### src/hdl/rtp_pkg.sv
// shared constants and types of the real-time trace port
// assumes one 100 MHz processor clock and an APB register slave
package rtp_pkg;

  // trigger cause vector, index equals the event's bit number
  localparam int RTP_EVT_W          = 11;
  localparam int RTP_EVT_IA_ONE     = 0;
  localparam int RTP_EVT_IA_TWO     = 1;
  localparam int RTP_EVT_IA_THREE   = 2;
  localparam int RTP_EVT_IA_FOUR    = 3;
  localparam int RTP_EVT_DA_ONE_RD  = 4;
  localparam int RTP_EVT_DA_ONE_WR  = 5;
  localparam int RTP_EVT_DA_TWO_RD  = 6;
  localparam int RTP_EVT_DA_TWO_WR  = 7;
  localparam int RTP_EVT_TRAP       = 8;
  localparam int RTP_EVT_EXCEPTION  = 9;
  localparam int RTP_EVT_UNCOND     = 10;
  localparam logic [10:0] RTP_UNCOND_MASK = 11'h400;

  // status widths
  localparam int RTP_EXEC_W  = 2;
  localparam int RTP_HALF_W  = 2;
  localparam int RTP_TRACE_W = 4;

  // apb register map
  localparam int          RTP_ADDR_W   = 12;
  localparam logic [11:0] RTP_CTRL_OFS = 12'h000;
  localparam logic [11:0] RTP_STAT_OFS = 12'h004;

  // control register fields
  localparam int         RTP_CTRL_INT_DBG_BIT = 0;
  localparam int         RTP_CTRL_EXT_DBG_BIT = 1;
  localparam int         RTP_CTRL_PASS_BIT    = 2;
  localparam logic [2:0] RTP_CTRL_RESET       = 3'h0;

  // status register fields
  localparam int RTP_STAT_CAUSE_LSB = 0;
  localparam int RTP_STAT_ACT_BIT   = 16;
  localparam int RTP_STAT_SUP_BIT   = 17;
  localparam int RTP_STAT_RET_BIT   = 18;

  // one trace cycle worth of broadcast data
  typedef struct packed {
    logic [1:0] first_exec;
    logic [1:0] second_exec;
    logic [3:0] trace;
  } rtp_pair_t;

  // collection sequencer
  typedef enum {
    RTP_IDLE,
    RTP_FIRST,
    RTP_SECOND
  } rtp_phase_t;

endpackage

### src/hdl/rtp_trace_port.sv
// real-time trace port: trigger generation and two-cycle status packing
// assumes events and status arrive from core logic on CLK, the trigger
// return and suppress inputs from fabric logic on the same clock
//
// Operation
// - trigger output rises for any debug event while both debug modes are off
// - either debug mode blocks most events; trace collection itself stays enabled
// - eleven-bit cause vector, one bit per event, set bit means it caused trigger
// - instruction address matches one to four sit on cause bits 0 to 3
// - bits 4 to 10: data matches read/write, trap, exception, unconditional
// - trace cycle strobe appears once every two processor clocks
// - status sampled every cycle, each pair broadcast together in one trace cycle
// - first-cycle execution status comes from the first cycle of the pair
// - second-cycle execution status comes from the second cycle of the pair
// - four-bit reconstruct status follows the same two-cycle packing
// - returned trigger enables the extra reconstruct status, otherwise none
// - suppress stops collection after sending what was already collected
//
// The address map and the APB interface to the registers are this design's own decisions.
`timescale 1ns/1ps

module rtp_trace_port
  import rtp_pkg::*;
(
  input  wire logic                   CLK,
  input  wire logic                   RESET_N,
  input  wire logic                   PSEL,
  input  wire logic                   PENABLE,
  input  wire logic                   PWRITE,
  input  wire logic [RTP_ADDR_W-1:0]  PADDR,
  input  wire logic [31:0]            PWDATA,
  output logic      [31:0]            PRDATA,
  output logic                        PREADY,
  output logic                        PSLVERR,
  input  wire logic [RTP_EVT_W-1:0]   DEBUG_EVENTS,
  input  wire logic [RTP_EXEC_W-1:0]  EXEC_STATUS_IN,
  input  wire logic [RTP_HALF_W-1:0]  TRACE_STATUS_IN,
  input  wire logic                   TRIGGER_EVENT_RETURN,
  input  wire logic                   TRACE_SUPPRESS,
  output logic                        TRIGGER_EVENT_OUTPUT,
  output logic      [RTP_EVT_W-1:0]   TRIGGER_CAUSE_VECTOR,
  output logic                        TRACE_CYCLE_STROBE,
  output logic      [RTP_EXEC_W-1:0]  FIRST_CYCLE_EXEC_STATUS,
  output logic      [RTP_EXEC_W-1:0]  SECOND_CYCLE_EXEC_STATUS,
  output logic      [RTP_TRACE_W-1:0] TRACE_RECONSTRUCT_STATUS
);

  // register state
  logic [2:0]            ctrl_reg;
  logic [RTP_EVT_W-1:0]  last_cause_reg;
  logic [31:0]           prdata_reg;
  logic                  pready_reg;
  logic                  pslverr_reg;

  // sequencer and collection state
  rtp_phase_t            phase_reg;
  rtp_phase_t            phase_next;
  logic [RTP_EXEC_W-1:0] first_exec_reg;
  logic [RTP_HALF_W-1:0] first_trace_reg;
  logic [RTP_EVT_W-1:0]  cause_acc_reg;
  logic                  ret_seen_reg;

  // output flops
  logic                  trigger_reg;
  logic [RTP_EVT_W-1:0]  cause_reg;
  logic                  strobe_reg;
  rtp_pair_t             pair_reg;
  rtp_pair_t             pair_next;

  // combinational helpers
  logic                  internal_debug_mode;
  logic                  external_debug_mode;
  logic                  uncond_pass;
  logic                  debug_blocked;
  logic [RTP_EVT_W-1:0]  gated_evt;
  logic [RTP_EVT_W-1:0]  pair_cause;
  logic                  apb_setup;
  logic                  apb_commit;
  logic                  addr_ctrl;
  logic                  addr_stat;

  // control fields
  assign internal_debug_mode = ctrl_reg[RTP_CTRL_INT_DBG_BIT];
  assign external_debug_mode = ctrl_reg[RTP_CTRL_EXT_DBG_BIT];
  assign uncond_pass         = ctrl_reg[RTP_CTRL_PASS_BIT];

  // event gating: any debug mode blocks all but, optionally, unconditional
  assign debug_blocked = internal_debug_mode | external_debug_mode;
  always_comb
  begin
    if (!debug_blocked)
    begin
      gated_evt = DEBUG_EVENTS;
    end
    else if (uncond_pass)
    begin
      gated_evt = DEBUG_EVENTS & RTP_UNCOND_MASK;
    end
    else
    begin
      gated_evt = '0;
    end
  end

  // cause bits keep their index, so the vector maps straight through
  assign pair_cause = cause_acc_reg | gated_evt;

  // apb decode, zero wait states: pready follows setup by one cycle
  assign apb_setup  = PSEL & ~PENABLE & ~pready_reg;
  assign apb_commit = PSEL & PENABLE & pready_reg;
  assign addr_ctrl  = (PADDR == RTP_CTRL_OFS);
  assign addr_stat  = (PADDR == RTP_STAT_OFS);

  // ready and error answer, one cycle wide in the access phase
  always_ff @(posedge CLK)
  begin
    if (!RESET_N)
    begin
      pready_reg  <= 1'b0;
      pslverr_reg <= 1'b0;
    end
    else
    begin
      pready_reg  <= apb_setup;
      pslverr_reg <= apb_setup & ~addr_ctrl & ~addr_stat;
    end
  end

  // read data is latched at setup so it stands through the access phase
  always_ff @(posedge CLK)
  begin
    if (!RESET_N)
    begin
      prdata_reg <= '0;
    end
    else if (apb_setup && !PWRITE)
    begin
      prdata_reg <= '0;
      if (addr_ctrl)
      begin
        prdata_reg[2:0] <= ctrl_reg;
      end
      else if (addr_stat)
      begin
        prdata_reg[RTP_STAT_CAUSE_LSB +: RTP_EVT_W] <= last_cause_reg;
        prdata_reg[RTP_STAT_ACT_BIT]                <= (phase_reg != RTP_IDLE);
        prdata_reg[RTP_STAT_SUP_BIT]                <= TRACE_SUPPRESS;
        prdata_reg[RTP_STAT_RET_BIT]                <= ret_seen_reg;
      end
    end
  end

  // control writes take effect only at the completing edge
  always_ff @(posedge CLK)
  begin
    if (!RESET_N)
    begin
      ctrl_reg <= RTP_CTRL_RESET;
    end
    else if (apb_commit && PWRITE && addr_ctrl)
    begin
      ctrl_reg <= PWDATA[2:0];
    end
  end

  // last nonzero cause kept for software; read-only, so no clear race
  always_ff @(posedge CLK)
  begin
    if (!RESET_N)
    begin
      last_cause_reg <= '0;
    end
    else if (phase_reg == RTP_SECOND && pair_cause != '0)
    begin
      last_cause_reg <= pair_cause;
    end
  end

  // sequencer: a started pair always finishes, so collected data drains
  always_comb
  begin
    phase_next = phase_reg;
    case (phase_reg)
      RTP_IDLE:
      begin
        if (!TRACE_SUPPRESS)
        begin
          phase_next = RTP_FIRST;
        end
      end
      RTP_FIRST:
      begin
        phase_next = RTP_SECOND;
      end
      RTP_SECOND:
      begin
        phase_next = TRACE_SUPPRESS ? RTP_IDLE : RTP_FIRST;
      end
      default:
      begin
        phase_next = RTP_IDLE;
      end
    endcase
  end

  // sequencer state; trace is always on unless the fabric suppresses it
  always_ff @(posedge CLK)
  begin
    if (!RESET_N)
    begin
      phase_reg <= RTP_IDLE;
    end
    else
    begin
      phase_reg <= phase_next;
    end
  end

  // first half of the pair is held until the second half arrives
  always_ff @(posedge CLK)
  begin
    if (!RESET_N)
    begin
      first_exec_reg  <= '0;
      first_trace_reg <= '0;
      cause_acc_reg   <= '0;
    end
    else if (phase_reg == RTP_FIRST)
    begin
      first_exec_reg  <= EXEC_STATUS_IN;
      first_trace_reg <= TRACE_STATUS_IN;
      cause_acc_reg   <= gated_evt;
    end
    else
    begin
      cause_acc_reg   <= '0;
    end
  end

  // returned trigger is caught in the trace cycle it qualifies
  always_ff @(posedge CLK)
  begin
    if (!RESET_N)
    begin
      ret_seen_reg <= 1'b0;
    end
    else if (strobe_reg)
    begin
      ret_seen_reg <= TRIGGER_EVENT_RETURN;
    end
  end

  // packing of the pair; reconstruct status needs a returned trigger
  always_comb
  begin
    pair_next.first_exec  = first_exec_reg;
    pair_next.second_exec = EXEC_STATUS_IN;
    if (ret_seen_reg)
    begin
      pair_next.trace = {TRACE_STATUS_IN, first_trace_reg};
    end
    else
    begin
      pair_next.trace = '0;
    end
  end

  // broadcast flops: strobe, trigger and cause last one processor clock
  always_ff @(posedge CLK)
  begin
    if (!RESET_N)
    begin
      strobe_reg  <= 1'b0;
      trigger_reg <= 1'b0;
      cause_reg   <= '0;
    end
    else if (phase_reg == RTP_SECOND)
    begin
      strobe_reg  <= 1'b1;
      trigger_reg <= |pair_cause;
      cause_reg   <= pair_cause;
    end
    else
    begin
      strobe_reg  <= 1'b0;
      trigger_reg <= 1'b0;
      cause_reg   <= '0;
    end
  end

  // status buses hold between trace cycles to keep pin switching low
  always_ff @(posedge CLK)
  begin
    if (!RESET_N)
    begin
      pair_reg <= '0;
    end
    else if (phase_reg == RTP_SECOND)
    begin
      pair_reg <= pair_next;
    end
  end

  // ports straight from flops
  assign PRDATA                   = prdata_reg;
  assign PREADY                   = pready_reg;
  assign PSLVERR                  = pslverr_reg;
  assign TRIGGER_EVENT_OUTPUT     = trigger_reg;
  assign TRIGGER_CAUSE_VECTOR     = cause_reg;
  assign TRACE_CYCLE_STROBE       = strobe_reg;
  assign FIRST_CYCLE_EXEC_STATUS  = pair_reg.first_exec;
  assign SECOND_CYCLE_EXEC_STATUS = pair_reg.second_exec;
  assign TRACE_RECONSTRUCT_STATUS = pair_reg.trace;
endmodule

### config.mk
export PLATFORM = sky130hd
export DESIGN_NAME = rtp_trace_port
export DESIGN_NICKNAME = d
export VERILOG_FILES = /design/src/hdl/rtp_pkg.sv /design/src/hdl/rtp_trace_port.sv
export SDC_FILE = /design/constraint.sdc
export NUM_CORES = 1
export LEC_CHECK = 0
export ABC_AREA = 1
export ABC_CLOCK_PERIOD_IN_PS = 1400
export BUFFER_PORTS_ARGS = -buffer_cell sky130_fd_sc_hd__buf_2
export CAP_MARGIN = 30
export CORE_ASPECT_RATIO = 1.75
export CORE_MARGIN = 2
export CORE_UTILIZATION = 42
export CTS_CLUSTER_SIZE = 28
export DETAILED_ROUTE_END_ITERATION = 10
export PLACE_DENSITY = 0.82
export SLEW_MARGIN = 5
export SYNTH_ARGS = -nofsm -noshare
export SYNTH_HDL_FRONTEND = slang
export SYNTH_SLANG_ARGS = --single-unit
### constraint.sdc
create_clock -name CLK -period 1.4 [get_ports CLK]
set_clock_uncertainty 0.1 [all_clocks]
set_input_delay 0.07 -clock CLK [delete_from_list [all_inputs] [get_ports CLK]]
set_output_delay 0.07 -clock CLK [all_outputs]
set_load 0.03 [all_outputs]
==> results.yml <==
run_status:
  status: "finished, violations left"
  violations: "hold timing, setup timing"
timing:
  post-route-min-period_ns: 1.692
  drv_slew: 0
  fmax_mhz: 591.1
  rsz0062_at_grt: "true"
  period_share: 1.208
  hold_ws_ns: -0.08191
  fin_ws_ns: -0.2916
  final-hold-violation-count: 2
  setup_tns_ns: -3.471
  setup_viol: 21
power:
  combPwrFrac: 0.121
  p_int_mw: 3.144
  p_leak_nw: 1.939
  p_per_area_nw_per_um2: 1052
  ir_drop_mv: 0.8579
  switching_power_mw: 1.088
  p_seq_frac: 0.484
  swShare: 0.2571
  clockPowerShare: 0.395
cells_and_area:
  drive_above_1_share: 0.3898
  diodes: 0
  layout_common_cells: "73 x buf_2, 66 x dfxtp_1, 57 x nor2_1"
  nets: 533
  final_area_um2: 4021
  final_common_cell: "buf_2"
  largest_register_ffs: 14
  syn2layout_area_growth_pct: 52.03
critical_path:
  crit_chain: "nor2_4 -> buf_12 -> a21oi_4 -> nand2_2 -> nor2_4 -> nand3_4 -> clkbuf_16 -> a21oi_1 -> nor2_1"
  arrival_ns: 1.83
  cpPeakStageDelay_ns: 0.35
  critPathBufInv: 2
  crit_family: "simple AND/OR/NAND/NOR gates"
  startpoint_type: "flip-flop"
  path_max_fanout: 8
  crit_slowest_cell: "dfxtp_2"
  cp.required_ns: 1.54
  crit_path_end_kind: "flip-flop"
  crit_top_cell: "nor2_4"
  crit_type: "reg2reg"
floorplan:
  initial_core_util: 0.4313
  io_pins: 121
  die_y_um: 109.0
  core_um2: 6133
  die_area_um2: 6974
  row_count: 38
  die_x_um: 63.99
route:
  wirelength_mm: 7.306
  wire_per_inst_um: 13.24
  vias_per_cell: 4.842
  drt-pass1-iter-count: 4
  antenna_left: 0
  vias: 2673
  drt_iter0_markers: 89
  remaining_drc_errors: 0
clocking:
  clk_pin_slew_worst_paths_ns: 0.07
  hold_buffers: 22
  cts_tree: "done"
  root_buffer: "clkbuf_8"
  clkSinkCount: 69
  clk_path_buf_depth: 2
  clk_latency_ns: 0.35
  htree_num_levels: 3
  cts_buffers: 9
synth:
  ys_seq_area_frac: 0.5222
  synth_cell_types: 23
  yosys_warnings: 0
  synth_seq_cells: 69
  syn_inst: 336
  syn_avg_cell_area_um2: 7.872
  synth_area_um2: 2645
grt:
  grt_overflow: 0
  grt_pass1_vias: 2576
  grt_usage: 0.2049
  grt_first_pass_wirelength_mm: 11.06
  antenna_found_initial: 0
  grt_start_max_net_pins: 31
placement:
  gp_congestion: 0.8253
  portBuffers: 73
  post-dp-hpwl_mm: 4.479
  dpl_cell_area_um2: 3266
flow_run:
  maxCapViolations: 0
hold_path:
  hold_path_class: "in2reg"
[power by group through the flow]
stage,logic (mW),registers (mW),clock network (mW)
after floorplan,0.258,2.12,0
final,0.511,2.05,1.67
after detailed placement,0.406,2.09,0
after global routing,0.555,2.05,1.79
after CTS,0.462,2.04,1.69
after global placement,0.396,2.08,0
[stage by stage]
step	cells	power (mW)	utilization	worst slack (ns)
final	552	4.232	0.6557	-0.2916
after global routing	552	4.398	0.6557	-0.4046
after CTS	541	4.192	0.6095	-0.1859
after detailed placement	502	2.493	0.5324	-0.2026
after global placement	502	2.481	0.5324	-0.1308
after floorplan	353	2.375	-	-0.1008
[path summary, 6_finish.rpt]
| path | from | endpoint | slack (ns) | depth (start not counted) |
|---|---|---|---|---|
| setup / recovery | ctrl_reg[0] | last_cause_reg[7] | -0.29 | 9 |
| hold / removal | DEBUG_EVENTS[10] | cause_acc_reg[10] | -0.08 | 3 |
| setup reg to reg | ctrl_reg[0] | last_cause_reg[7] | -0.29 | 9 |
| hold reg to reg | last_cause_reg[6] | PRDATA[6] | 0.36 | 2 |
[synth_stat cells, drive strengths merged]
| cell | n | area share |
|---|---|---|
| dfxtp | 69 | 0.52 |
| nor2 | 64 | 0.094 |
| nand2 | 59 | 0.084 |
| a21oi | 40 | 0.091 |
| nand3 | 27 | 0.053 |
| buf | 23 | 0.064 |
| inv | 20 | 0.028 |
| o21ai | 14 | 0.026 |
| clkbuf | 10 | 0.014 |
| o211ai | 3 | 0.0085 |
| a31oi | 2 | 0.0047 |
| and3 | 1 | 0.0024 |
| clkinv | 1 | 0.0014 |
| conb | 1 | 0.0014 |
| nor3 | 1 | 0.0019 |
| nor3b | 1 | 0.0028 |
[tightest hold or removal path, stage by stage]
cell and delay, ns:
buf_2 0.10, o21ai_1 0.09, nor2_1 0.06
[what timing repair did]
item	4_1_cts	5_1_grt
setup endpoints to repair	12	33
gates cloned	0	4
resized for setup	8	47
hold endpoints to repair	27	1
pin swaps	2	12
buffers inserted	1	8
[cell families after synthesis]
| logic type | Yosys count | share of synthesized area |
|---|---|---|
| AO/OA/AOI/OAI | 59 | 0.1310 |
| buffers and inverters | 54 | 0.1079 |
| flip-flops | 69 | 0.5222 |
| other | 1 | 0.001418 |
| AND/OR/NAND/NOR | 153 | 0.2375 |
[per-layer routing]
| layer | vias up | global-route usage | wire length, µm |
|---|---|---|---|
| met4 | 0 | 0.1196 | 325 |
| met2 | 86 | 0.4025 | 4199 |
| met5 | - | 0 | 0 |
| li1 | 1304 | - | - |
| met1 | 1255 | 0.1842 | 2439 |
| met3 | 28 | 0.04747 | 342 |
[layout make-up]
type,instances,area (µm²)
Fill cell,465,2112
Tap cell,80,100.1
Inverter,21,78.83
Sequential cell,69,1388
Clock buffer,11,151.4
Multi-Input combinational cell,230,1265
Timing Repair Buffer,136,979.7
Clock inverter,5,58.81
Power figures use the tool's default switching activity.
